<file path="config.mk">
export PLATFORM = sky130hd
export DESIGN_NAME = output_ramp_power_good_supervisor
export DESIGN_NICKNAME = d
export VERILOG_FILES = /design/src/rtl/tick_divider.v /design/src/rtl/output_ramp_power_good_supervisor.v
export VERILOG_INCLUDE_DIRS = /design/src /design/src/rtl
export SDC_FILE = /design/constraint.sdc
export NUM_CORES = 1
export LEC_CHECK = 0
export BUFFER_PORTS_ARGS = -buffer_cell sky130_fd_sc_hd__clkbuf_2
export CAP_MARGIN = 20
export CORE_UTILIZATION = 31
export CTS_BUF_LIST = sky130_fd_sc_hd__clkbuf_4 sky130_fd_sc_hd__clkbuf_8
export DETAILED_ROUTE_END_ITERATION = 6
export GPL_TIMING_DRIVEN = 1
export HOLD_SLACK_MARGIN = 0.1
export PLACE_DENSITY = 0.45
export SYNTH_ARGS = -nofsm -noshare
export SYNTH_HDL_FRONTEND = slang
export SYNTH_SLANG_ARGS = --single-unit
</file>
<file path="constraint.sdc">
create_clock -name REF_CLK -period 26.7 [get_ports REF_CLK]
set_input_delay 1.335 -clock REF_CLK [delete_from_list [all_inputs] [get_ports REF_CLK]]
set_output_delay 1.335 -clock REF_CLK [all_outputs]
set_load 0.005 [all_outputs]
</file>
<file path="src/rtl/ramp_supervisor_regs.vh">
`ifndef RAMP_SUPERVISOR_REGS_VH
`define RAMP_SUPERVISOR_REGS_VH

// Register addresses
`define ADDR_THRESH      8'h01
`define ADDR_RAMP        8'h03
`define ADDR_ON_DLY      8'h05
`define ADDR_OFF_DLY     8'h06
`define ADDR_RUN         8'h15
`define ADDR_STATUS      8'h16
`define ADDR_PG_DLY      8'h1a

// Ramp rate configuration fields
`define F_RISE_RATE      6:4
`define F_FALL_EN        3
`define F_FALL_RATE      2:0
`define RAMP_RESET       8'h5c
`define FALL_TERM_CODE   3'h3

// Threshold configuration fields
`define F_PG_HI          5
`define F_PG_LO          4
`define F_OV             3:2
`define F_UV             1:0
`define THRESH_RESET     8'h08
`define THRESH_MASK      8'h3f

// Run and status fields
`define F_RUN            0
`define F_PG_IMMED       1
`define RUN_RESET        8'h00
`define DLY_RESET        8'h00
`define F_ST_PG          0
`define F_ST_TW          1

// Percent levels of the set-point
`define PCT_75           8'h4b
`define PCT_80           8'h50
`define PCT_85           8'h55
`define PCT_90           8'h5a
`define PCT_95           8'h5f
`define PCT_105          8'h69
`define PCT_110          8'h6e
`define PCT_120          8'h78
`define PCT_130          8'h82
`define PCT_FULL         20'h00064

// Ramp step of 10 mV at 2.5 mV per LSB
`define STEP_LSB         12'h004

// Temperature warning hysteresis, degrees C; power-good delay cap, ms
`define TEMP_WARN_SET    8'h78
`define TEMP_WARN_CLR    8'h75
`define PG_DLY_MAX       8'h96

// Step durations in ns for rate codes 0..7
`define STEP_NS_0        200000
`define STEP_NS_1        100000
`define STEP_NS_2        50000
`define STEP_NS_3        40000
`define STEP_NS_4        20000
`define STEP_NS_5        10000
`define STEP_NS_6        5000
`define STEP_NS_7        2000
`define MASTER_NS        1000
`define MS_NS            1000000

`endif

</file>
<file path="src/rtl/tick_divider.v">
// Counts enable pulses and emits one pulse per period of them
module tick_divider #(
  parameter W = 16
) (
  input  wire         clk,
  input  wire         rst,
  input  wire         restart,
  input  wire         enable,
  input  wire [W-1:0] period,
  output reg          pulse
);

  reg [W-1:0] cnt_reg;

  // Restart realigns the phase so a new ramp gets a full first step
  always @(posedge clk or posedge rst)
  begin
    if (rst)
    begin
      cnt_reg <= {W{1'b0}};
      pulse   <= 1'b0;
    end
    else if (restart)
    begin
      cnt_reg <= {W{1'b0}};
      pulse   <= 1'b0;
    end
    else if (enable)
    begin
      if (cnt_reg >= period - {{(W-1){1'b0}}, 1'b1})
      begin
        cnt_reg <= {W{1'b0}};
        pulse   <= 1'b1;
      end
      else
      begin
        cnt_reg <= cnt_reg + {{(W-1){1'b0}}, 1'b1};
        pulse   <= 1'b0;
      end
    end
    else
    begin
      pulse <= 1'b0;
    end
  end

endmodule

</file>
<file path="src/rtl/output_ramp_power_good_supervisor.v">
`include "ramp_supervisor_regs.vh"

// Contract
// - Target moves toward set-point in 10 mV steps; step time sets slew.
// - Step duration comes from dividing the manager's master clock.
// - Rising codes 5, 6, 7 give 1, 2, 5 V/ms.
// - Ramp config bit 3 enables controlled fall; resets enabled.
// - Bits 2:0 pick fall rate; default 4, or 3 as bus terminator.
// - Switching stays off until ramp target passes the pre-bias level.
// - Threshold config writable only when run is 0; top bits read 0.
// - Bit 4 picks power-good low limit: 1 is 95%, 0 is 90%.
// - Bits 3:2 pick over-voltage 110, 120, 130, 130 percent; reset 10.
// - Bits 1:0 pick under-voltage 75, 80, 85, 90 percent; reset 00.
// - Bit 5 picks power-good high limit 105 or 110 percent.
// - All levels follow the active set-point whenever it changes.
// - Thermal warning sets above 120 C, clears below 117 C.
// - Warnings only update status and pins, never stop the output.
// - Power-good pin driven low when output is outside the window.
// - Window checking starts only once the ramp reaches steady state.
// - Power-good release waits a programmable 0 to 150 ms delay.
// - Monitoring stays active while the set-point moves between margins.
// - Warning drives pin low, status bit 0; recovery releases both.
// - External low on the power-good pin counts as a warning.
// - Option: power-good drops at turn-off command or at ramp-down start.
// - Turn-on delay counts from turn-on command to ramp start.
module output_ramp_power_good_supervisor #(
  parameter MASTER_PERIOD_NS = `MASTER_NS,
  parameter MS_TICKS         = `MS_NS / `MASTER_NS
) (
  input  wire        REF_CLK,
  input  wire        RST,
  input  wire        MASTER_CLK,
  input  wire        BUS_TERM,
  input  wire        WR_STROBE,
  input  wire [7:0]  WR_ADDR,
  input  wire [7:0]  WR_DATA,
  input  wire [7:0]  RD_ADDR,
  input  wire [11:0] SETPOINT,
  input  wire [11:0] VOUT_MEAS,
  input  wire [7:0]  TEMP,
  input  wire        PG_IN,
  output reg  [7:0]  RD_DATA,
  output reg  [11:0] TARGET,
  output reg         PWM_EN,
  output reg         RAMP_STEADY,
  output reg  [12:0] OV_LEVEL,
  output reg  [12:0] UV_LEVEL,
  output reg         PG_OUT,
  output reg         PG_OE,
  output reg         THERMAL_WARN
);

  localparam S_OFF     = 3'h0;
  localparam S_ON_DLY  = 3'h1;
  localparam S_RISE    = 3'h2;
  localparam S_STEADY  = 3'h3;
  localparam S_OFF_DLY = 3'h4;
  localparam S_FALL    = 3'h5;

  reg  [7:0]  ramp_rate_config;
  reg  [7:0]  threshold_config;
  reg  [7:0]  run_reg;
  reg  [7:0]  on_dly_reg;
  reg  [7:0]  off_dly_reg;
  reg  [7:0]  pg_dly_reg;
  reg         strap_done_reg;
  reg         master_q_reg;
  reg  [2:0]  state_reg;
  reg  [2:0]  state_next;
  reg  [2:0]  state_d_reg;
  reg  [11:0] prebias_reg;
  reg  [7:0]  dly_cnt_reg;
  reg         armed_reg;
  reg  [7:0]  pg_cnt_reg;
  reg         power_good;
  reg  [12:0] pg_hi_reg;
  reg  [12:0] pg_lo_reg;
  reg  [7:0]  ov_pct;
  reg  [7:0]  uv_pct;
  reg  [7:0]  hi_pct;
  reg  [7:0]  lo_pct;
  reg  [11:0] up_target;
  reg  [11:0] down_target;
  wire        master_tick;
  wire        step_tick;
  wire        ms_tick;
  wire        run_on;
  wire        restart;
  wire [2:0]  rate_code;
  wire [7:0]  pg_dly_lim;
  wire        pg_released;
  wire        window_ok;

  // Step time in master ticks, never below one tick
  function [15:0] step_ticks;
    input [2:0] code;
    integer ns;
    integer t;
    begin
      case (code)
        3'h0:    ns = `STEP_NS_0;
        3'h1:    ns = `STEP_NS_1;
        3'h2:    ns = `STEP_NS_2;
        3'h3:    ns = `STEP_NS_3;
        3'h4:    ns = `STEP_NS_4;
        3'h5:    ns = `STEP_NS_5;
        3'h6:    ns = `STEP_NS_6;
        default: ns = `STEP_NS_7;
      endcase
      t = ns / MASTER_PERIOD_NS;
      if (t < 1)
        t = 1;
      step_ticks = t[15:0];
    end
  endfunction

  // Percentage of the set-point, wide enough for 130% of full scale
  function [12:0] pct_of;
    input [11:0] sp;
    input [7:0]  pct;
    reg   [19:0] p;
    begin
      p = {8'h00, sp} * {12'h000, pct};
      p = p / `PCT_FULL;
      pct_of = p[12:0];
    end
  endfunction

  // Master clock is synchronous here, so a plain edge detect suffices
  assign master_tick = MASTER_CLK & ~master_q_reg;
  assign run_on      = run_reg[`F_RUN];
  assign restart     = (state_reg != state_d_reg);
  assign rate_code   = (state_reg == S_FALL) ? ramp_rate_config[`F_FALL_RATE]
                                             : ramp_rate_config[`F_RISE_RATE];

  // Ramp step timing from the shared master clock
  tick_divider #(
    .W(16)
  ) step_div (
    .clk     (REF_CLK),
    .rst     (RST),
    .restart (restart),
    .enable  (master_tick),
    .period  (step_ticks(rate_code)),
    .pulse   (step_tick)
  );

  // Millisecond base for delays
  tick_divider #(
    .W(16)
  ) ms_div (
    .clk     (REF_CLK),
    .rst     (RST),
    .restart (1'b0),
    .enable  (master_tick),
    .period  (MS_TICKS[15:0]),
    .pulse   (ms_tick)
  );

  // Register writes; strap caught on the first edge after release
  always @(posedge REF_CLK or posedge RST)
  begin
    if (RST)
    begin
      ramp_rate_config <= `RAMP_RESET;
      threshold_config <= `THRESH_RESET;
      run_reg          <= `RUN_RESET;
      on_dly_reg       <= `DLY_RESET;
      off_dly_reg      <= `DLY_RESET;
      pg_dly_reg       <= `DLY_RESET;
      strap_done_reg   <= 1'b0;
      master_q_reg     <= 1'b0;
    end
    else
    begin
      master_q_reg   <= MASTER_CLK;
      strap_done_reg <= 1'b1;
      if (!strap_done_reg && BUS_TERM)
        ramp_rate_config[`F_FALL_RATE] <= `FALL_TERM_CODE;
      if (WR_STROBE)
      begin
        case (WR_ADDR)
          `ADDR_RAMP:    ramp_rate_config <= WR_DATA;
          `ADDR_THRESH:
          begin
            if (!run_on)
              threshold_config <= WR_DATA & `THRESH_MASK;
          end
          `ADDR_RUN:     run_reg <= WR_DATA;
          `ADDR_ON_DLY:  on_dly_reg <= WR_DATA;
          `ADDR_OFF_DLY: off_dly_reg <= WR_DATA;
          `ADDR_PG_DLY:  pg_dly_reg <= WR_DATA;
          default:       ;
        endcase
      end
    end
  end

  // Step-up and step-down candidates clamped at set-point and zero
  always @*
  begin
    if (TARGET + `STEP_LSB >= SETPOINT || TARGET + `STEP_LSB < TARGET)
      up_target = SETPOINT;
    else
      up_target = TARGET + `STEP_LSB;
    if (TARGET <= `STEP_LSB)
      down_target = 12'h000;
    else
      down_target = TARGET - `STEP_LSB;
  end

  // Sequencer next state
  always @*
  begin
    state_next = state_reg;
    case (state_reg)
      S_OFF:
        if (run_on)
          state_next = S_ON_DLY;
      S_ON_DLY:
        if (!run_on)
          state_next = S_OFF;
        else if (dly_cnt_reg >= on_dly_reg)
          state_next = S_RISE;
      S_RISE:
        if (!run_on)
          state_next = S_OFF_DLY;
        else if (TARGET == SETPOINT)
          state_next = S_STEADY;
      S_STEADY:
        if (!run_on)
          state_next = S_OFF_DLY;
      S_OFF_DLY:
        if (run_on)
          state_next = S_STEADY;
        else if (dly_cnt_reg >= off_dly_reg)
          state_next = ramp_rate_config[`F_FALL_EN] ? S_FALL : S_OFF;
      S_FALL:
        if (TARGET == 12'h000)
          state_next = S_OFF;
      default:
        state_next = S_OFF;
    endcase
  end

  // Sequencer state, delay counting and target stepping
  always @(posedge REF_CLK or posedge RST)
  begin
    if (RST)
    begin
      state_reg   <= S_OFF;
      state_d_reg <= S_OFF;
      dly_cnt_reg <= 8'h00;
      prebias_reg <= 12'h000;
      TARGET      <= 12'h000;
      PWM_EN      <= 1'b0;
      RAMP_STEADY <= 1'b0;
    end
    else
    begin
      state_reg   <= state_next;
      state_d_reg <= state_reg;
      if (state_next != state_reg)
        dly_cnt_reg <= 8'h00;
      else if (ms_tick && dly_cnt_reg != 8'hff)
        dly_cnt_reg <= dly_cnt_reg + 8'h01;
      if (state_reg == S_OFF && run_on)
        prebias_reg <= VOUT_MEAS;
      RAMP_STEADY <= (state_next == S_STEADY) && (TARGET == SETPOINT);
      case (state_reg)
        S_OFF:
        begin
          TARGET <= 12'h000;
          PWM_EN <= 1'b0;
        end
        S_RISE:
        begin
          if (step_tick)
            TARGET <= up_target;
          PWM_EN <= PWM_EN | (TARGET > prebias_reg);
        end
        S_STEADY:
        begin
          // Margin moves ramp too, at the rising rate; parks on the set-point
          if (step_tick && TARGET < SETPOINT)
            TARGET <= up_target;
          else if (step_tick && TARGET > SETPOINT)
            TARGET <= (down_target < SETPOINT) ? SETPOINT : down_target;
          PWM_EN <= 1'b1;
        end
        S_FALL:
        begin
          if (step_tick)
            TARGET <= down_target;
          if (state_next == S_OFF)
            PWM_EN <= 1'b0;
        end
        S_OFF_DLY:
        begin
          if (state_next == S_OFF)
            PWM_EN <= 1'b0;
        end
        default:
          ;
      endcase
    end
  end

  // Percent selections from the threshold fields
  always @*
  begin
    case (threshold_config[`F_OV])
      2'b00:   ov_pct = `PCT_110;
      2'b01:   ov_pct = `PCT_120;
      default: ov_pct = `PCT_130;
    endcase
    case (threshold_config[`F_UV])
      2'b00:   uv_pct = `PCT_75;
      2'b01:   uv_pct = `PCT_80;
      2'b10:   uv_pct = `PCT_85;
      default: uv_pct = `PCT_90;
    endcase
    hi_pct = threshold_config[`F_PG_HI] ? `PCT_110 : `PCT_105;
    lo_pct = threshold_config[`F_PG_LO] ? `PCT_95 : `PCT_90;
  end

  // Levels recomputed every cycle, so set-point changes land next edge
  always @(posedge REF_CLK or posedge RST)
  begin
    if (RST)
    begin
      OV_LEVEL  <= 13'h0000;
      UV_LEVEL  <= 13'h0000;
      pg_hi_reg <= 13'h0000;
      pg_lo_reg <= 13'h0000;
    end
    else
    begin
      OV_LEVEL  <= pct_of(SETPOINT, ov_pct);
      UV_LEVEL  <= pct_of(SETPOINT, uv_pct);
      pg_hi_reg <= pct_of(SETPOINT, hi_pct);
      pg_lo_reg <= pct_of(SETPOINT, lo_pct);
    end
  end

  assign pg_dly_lim  = (pg_dly_reg > `PG_DLY_MAX) ? `PG_DLY_MAX : pg_dly_reg;
  assign pg_released = armed_reg && (pg_cnt_reg >= pg_dly_lim);
  assign window_ok   = ({1'b0, VOUT_MEAS} >= pg_lo_reg) &&
                       ({1'b0, VOUT_MEAS} <= pg_hi_reg);

  // Power-good arming, release delay, pin and status bit
  always @(posedge REF_CLK or posedge RST)
  begin
    if (RST)
    begin
      armed_reg  <= 1'b0;
      pg_cnt_reg <= 8'h00;
      power_good <= 1'b0;
      PG_OE      <= 1'b1;
      PG_OUT     <= 1'b0;
    end
    else
    begin
      PG_OUT <= 1'b0;
      if (state_reg == S_RISE && state_next == S_STEADY)
        armed_reg <= 1'b1;
      else if (run_reg[`F_PG_IMMED] && !run_on)
        armed_reg <= 1'b0;
      else if (state_next == S_FALL || state_next == S_OFF)
        armed_reg <= 1'b0;
      if (!armed_reg)
        pg_cnt_reg <= 8'h00;
      else if (ms_tick && pg_cnt_reg < pg_dly_lim)
        pg_cnt_reg <= pg_cnt_reg + 8'h01;
      // Pin and status bit only; warnings never touch the sequencer
      PG_OE      <= !(pg_released && window_ok);
      power_good <= pg_released && window_ok && PG_IN;
    end
  end

  // Thermal warning with 3 C of hysteresis
  always @(posedge REF_CLK or posedge RST)
  begin
    if (RST)
      THERMAL_WARN <= 1'b0;
    else if (TEMP > `TEMP_WARN_SET)
      THERMAL_WARN <= 1'b1;
    else if (TEMP < `TEMP_WARN_CLR)
      THERMAL_WARN <= 1'b0;
  end

  // Registered read port for the manager's polling
  always @(posedge REF_CLK or posedge RST)
  begin
    if (RST)
      RD_DATA <= 8'h00;
    else
    begin
      case (RD_ADDR)
        `ADDR_RAMP:    RD_DATA <= ramp_rate_config;
        `ADDR_THRESH:  RD_DATA <= threshold_config & `THRESH_MASK;
        `ADDR_RUN:     RD_DATA <= run_reg;
        `ADDR_ON_DLY:  RD_DATA <= on_dly_reg;
        `ADDR_OFF_DLY: RD_DATA <= off_dly_reg;
        `ADDR_PG_DLY:  RD_DATA <= pg_dly_reg;
        `ADDR_STATUS:
        begin
          RD_DATA              <= 8'h00;
          RD_DATA[`F_ST_PG]    <= power_good;
          RD_DATA[`F_ST_TW]    <= THERMAL_WARN;
        end
        default:       RD_DATA <= 8'h00;
      endcase
    end
  end

endmodule

</file>
=== Yosys cells after proc, flatten, opt, wreduce, memory -nomap -nowiden ===
Index checks and enable logic that the tools add are counted.

* Bits in registers: 194
* Output and inout port bits: 51
* Bits of input ports: 62
* Word-level logic and storage cells: 197

* Magnitude comparators: 19
* Multipliers: 4
* Div/mod/pow operators: 5
* Mux-type cells: 51
* Bitwise logic cells: 4
* Equal/unequal tests: 38
* Add/sub/neg operators: 7
* Reduce and logical (&&, ||, !) cells: 39

{| class="wikitable"
|+ Operator list
! operator !! count
|-
| 18-bit case mux with 7 select lines || 1
|-
| 12-bit 2-to-1 mux || 7
|-
| 20-bit by 7-bit divider with 20-bit output (second input constant) || 4
|-
| 16-bit 2-to-1 mux || 5
|-
| 8-bit case mux with 7 select lines || 1
|-
| 3-bit 2-to-1 mux || 16
|-
| 12-bit case mux with 4 select lines || 1
|-
| 8-bit by 5-bit == test with 1-bit output (second input constant) || 5
|-
| 12-bit by 8-bit multiplier with 20-bit output || 2
|-
| 8-bit 2-to-1 mux || 5
|-
| 12-bit by 7-bit multiplier with 19-bit output || 2
|-
| 12-bit less-than comparator || 3
|-
| 16-bit by 1-bit adder with 16-bit output (second input constant) || 2
|-
| 32-bit by 11-bit divider with 32-bit output (second input constant) || 1
|-
| 8-bit by 3-bit == test with 1-bit output (second input constant) || 4
|-
| 32-bit by 2-bit less-than comparator with 1-bit output (second input constant) || 1
|-
| 8-bit greater-or-equal comparator || 3
|-
| 12-bit greater-than comparator || 2
|-
| 3-bit == test (second input constant) || 6
|-
| 3-bit case mux with 6 select lines || 1
|-
| 8-bit by 1-bit adder with 8-bit output (second input constant) || 2
|-
| 8-bit by 1-bit == test with 1-bit output (second input constant) || 2
|-
| 8-bit by 2-bit == test with 1-bit output (second input constant) || 2
|-
| 16-bit by 10-bit greater-or-equal comparator with 1-bit output (second input constant) || 1
|-
| 41 further kinds || 88
|}

=== Depth between registers and ports, before layout ===
* Depth in word-level cells: 12
* Depth in mapped cells: 53
* Depth with buffers taken out: 47

=== By module ===
Synthesis repeated with hierarchy kept, for this count alone.

* Cell total of the unflattened synthesis: 4217
* Area total of the unflattened synthesis: 34010.1 µm²

{| class="wikitable"
|+ Modules (own cells, without submodules)
! module !! area each (µm²) !! sequential area each (µm²) !! cells each !! instances
|-
| output_ramp_power_good_supervisor || 30651.9 || 4011.3 || 3819 || 1
|-
| tick_divider at step_div || 1750.4 || 425.4 || 202 || 1
|-
| tick_divider at ms_div || 1607.8 || 425.4 || 196 || 1
|}

=== Worst setup path after synthesis ===
OpenSTA, ideal clock, no wires.

* Path kind: in2reg
* Start: input port SETPOINT[2]
* End: register OV_LEVEL[0]
* Library setup time: 0.120 ns
* Buffers on the path: 5
* Stages: 47
* Slack: 13.357 ns
* Arrival: 13.223 ns
* Data required time: 26.580 ns
* Cells stage by stage: clkbuf_1 clkinv_1 nor2_1 and2_1 fa_1 ha_1 inv_1 fa_1 fa_1 inv_1 ha_1 o211ai_1 o211ai_1 a41o_1 a2111o_1 and3_1 clkbuf_1 nor3_1 (+11 left out) a2111oi_1 nor4_1 a211o_1 a221oi_1 nor2_1 or3_1 clkbuf_1 o2111a_1 a22oi_1 a211oi_1 a2111o_1 o221ai_1 nand2_1 buf_2 a22oi_1 nor2_1 or3_1 a31o_1

* Cells in the longest elaborated chain, start to end: 2

{| class="wikitable"
|+ RTL lines
! item !! line !! RTL
|-
| start: declaration || output_ramp_power_good_supervisor.v:38 || <nowiki>input wire [11:0] SETPOINT,</nowiki>
|-
| 12-bit by 8-bit multiplier with 20-bit output || output_ramp_power_good_supervisor.v:123 || <nowiki>p = {8'h00, sp} * {12'h000, pct};</nowiki>
|-
| 20-bit by 7-bit divider with 20-bit output (no line) || -- ||
|-
| end signal: assignment || output_ramp_power_good_supervisor.v:339 || <nowiki>OV_LEVEL <= pct_of(SETPOINT, ov_pct);</nowiki>
|-
| end: declaration || output_ramp_power_good_supervisor.v:46 || <nowiki>output reg [12:0] OV_LEVEL,</nowiki>
|}

No other way between the ends.
A chain may end at the register's enable or synchronous reset.

=== Worst setup path in the final report ===
Same ends and word-level chain as after synthesis.

==> impl_metrics.env <==
export IMPL_area_growth_pct=7.44
export IMPL_cp_start_kind="primary input"
export IMPL_root_buffer="clkbuf_8"
export IMPL_cts_sinks=194
export IMPL_syn_instance_count=4116
export IMPL_required_ns=27.16
export IMPL_cp_num_buf_inv=4
export IMPL_num_rows=118
export IMPL_finalSetupViolCount=0
export IMPL_core_mm2=0.104
export IMPL_vias=31000
export IMPL_ys_ff_latch=194
export IMPL_period_needed_ns=15.56
export IMPL_hold_viol=0
export IMPL_critPathCaptureType="flop"
export IMPL_grt_usage=0.186
export IMPL_max_stage_delay_ns=0.74
export IMPL_clk_path_buf_depth=2
export IMPL_avgSynthCellArea_um2=7.90
export IMPL_clk_pin_slew_ns=0.15
export IMPL_remaining_drc_errors=0
export IMPL_die_w_um=326
export IMPL_synth_area_leaders="dfrtp_1 14%, ha_1 12%, fa_1 9.0%"
export IMPL_grt_first_pass_wirelength_mm=163
export IMPL_drtIter0Drc=2366
export IMPL_tns_ns=0
export IMPL_finClkSkew_ns=0.0388
export IMPL_synth_seq_area_share=0.150
export IMPL_io_buffers=111
export IMPL_worst_slack_ns=11.14
export IMPL_antenna_found_initial=4
export IMPL_rsz0062_at_grt="false"
export IMPL_syn_area_mm2=0.0325
export IMPL_grt_max_degree=110
export IMPL_cts_setup_buffers=0
export IMPL_synth_edf_count=0
export IMPL_synth_cell_types=123
export IMPL_dr_pass1_iters=6
export IMPL_synth_warning_count=0
export IMPL_cts_tree="built"
export IMPL_worstPathMaxFanout=14
export IMPL_vias_per_cell=5.62
export IMPL_worst_slew_pin_slew_ns=1.06
export IMPL_post_route_period_util=0.583
export IMPL_min_path_type="reg2reg"
export IMPL_status="finished clean"
export IMPL_dieArea_mm2=0.106
export IMPL_postRouteAntennaNets=0
export IMPL_place_area_mm2=0.0345
export IMPL_clock_fmax_ghz=0.0643
export IMPL_insertion_delay_ns=0.59
export IMPL_drive_above_1_share=0.0842
export IMPL_relSlewSlack=0.291
export IMPL_place_ws_ns=10.80
export IMPL_finalInstanceArea_mm2=0.0349
export IMPL_dp_hpwl_mm=78.1
export IMPL_grt_pass1_vias=29700
export IMPL_crit_arrival_ns=16.02
export IMPL_report_final_slew_viol_count=0
export IMPL_synthArstFlopShare=1.00
export IMPL_final_nets=4643
export IMPL_dieHeight_um=326
export IMPL_critPathKind="in2reg"
export IMPL_synthFlopType="dfrtp_1"
export IMPL_wirelength_mm=101
export IMPL_cp_top_family="compound AO/OA/AOI/OAI gates"
export IMPL_overflow=0
export IMPL_synth_top_area_share=0.145
export IMPL_cts_max_level=4
export IMPL_initial_core_util=0.313
export IMPL_crit_slowest_cell="nor2_1"
export IMPL_pin_count=113
export IMPL_maxCapViolCount=0
export IMPL_gp_congestion=0.855
export IMPL_cts_resized=0
export IMPL_cts_buffers=17
export IMPL_wl_per_cell_um=18.2
export IMPL_hold_buffers=0
export IMPL_synth_top_area_cell="dfrtp_1"
-- layer usage --
layer  vias up  part of all wire  global-route usage
li1      15200                 -                   -
met1     14900              0.48               0.259
met2       728              0.46               0.307
met3        77             0.044              0.0254
met4         6             0.013              0.0351
met5         -           0.00042                   0
-- cell families after synthesis --
kind of cell	Yosys count	share of synthesized area
other	2	0.000231
adder cells (fa/ha/maj)	473	0.215
AO/OA/AOI/OAI	1258	0.277
multiplexers	87	0.0286
flip-flops	194	0.150
AND/OR/NAND/NOR	1405	0.216
XOR/XNOR	202	0.0551
buffers and inverters	495	0.0588
-- worst min-delay path: stages, from the launching register on --
cell and delay (ns):
dfrtp_1 0.37, nand2_1 0.04, o21ai_0 0.06
-- per-stage QoR --
stage | hold WS, ns | utilization | cells
after floorplan | 0.352 | - | 4118
after global placement | 0.463 | 0.332 | 5479
after detailed placement | 0.472 | 0.332 | 5480
after CTS | 0.506 | 0.336 | 5512
after global routing | 0.533 | 0.336 | 5513
final | 0.499 | 0.336 | 5513
-- final timing paths --
check	start	endpoint	slack (ns)	cells past startpoint
max in group asynchronous	RST	TARGET[4]$_DFFE_PP0P_	23.87	4
min in group asynchronous	RST	power_good$_DFF_PP0_	0.90	2
worst max-delay path	SETPOINT[2]	OV_LEVEL[0]$_DFF_PP0_	11.14	43
worst min register to register	run_reg[2]$_DFFE_PP0P_	run_reg[2]$_DFFE_PP0P_	0.50	2
worst min-delay path	run_reg[2]$_DFFE_PP0P_	run_reg[2]$_DFFE_PP0P_	0.50	2
worst max register to register	threshold_config[3]$_DFFE_PP1P_	OV_LEVEL[0]$_DFF_PP0_	11.87	41
-- layout by cell type, fill, tap and decap left out, types with 18 or more instances in the layout --
master     netlist  routed
a211o_1         24      24
and2_1          81      81
and3_1          49      49
nor3_1         133     131
o31ai_1         29      29
o2111ai_1       23      23
o221ai_1        25      25
buf_4            4      45
a2111oi_0       25      25
o211ai_1        61      61
nor2_1         321     321
or2_2           29      29
a21o_1          72      72
a22o_1          18      18
nor2b_1         45      45
a21oi_1        234     234
fa_1           146     146
or3_1           32      32
nand3_1        129     129
a221oi_1        23      23
nand2b_1        74      74
nor4_1          37      36
xnor2_1        132     132
clkbuf_2         2     111
ha_1           316     316
inv_1          313     312
a31oi_1         59      59
a22oi_1         22      22
mux2i_1         46      46
nand4_1         52      52
a211oi_1        57      57
mux2_2          39      39
o22ai_1         27      27
o21ai_1         23      23
nand2_1        337     337
xor2_1          68      68
dfrtp_1        188     188
o21ai_0        214     214
o21a_1          37      37
-- cell type report --
class                   count  area (um2)
inverters                 321        1210
diodes                      1        2.50
well taps                1380        1730
flip-flops and latches    194        4860
repair buffers            156         893
fillers                 11000       68900
clock buffers              17         234
multi-input cells        3429       25800
clock inverters            15         230
-- cells in the mapped netlist, drive strengths merged (28+ instances only) --
| cell | instances |
|---|---|
| nand3 | 132 |
| o211ai | 61 |
| dfrtp | 188 |
| o22ai | 28 |
| nand2 | 337 |
| or3 | 33 |
| o21a | 37 |
| a21oi | 238 |
| nand2b | 74 |
| fa | 146 |
| a211oi | 65 |
| xnor2 | 133 |
| and3 | 49 |
| buf | 32 |
| a21o | 72 |
| mux2 | 40 |
| and2 | 84 |
| nor2b | 45 |
| inv | 316 |
| nor2 | 322 |
| nor4 | 40 |
| nand4 | 52 |
| ha | 316 |
| a31oi | 60 |
| clkbuf | 142 |
| or2 | 36 |
| mux2i | 47 |
| a2111oi | 32 |
| o31ai | 31 |
| xor2 | 68 |
| nor3 | 137 |
| o21ai | 242 |
Power is not shown: default switching activity piles up to over one toggle a cycle in this logic, so the estimate is an artifact.
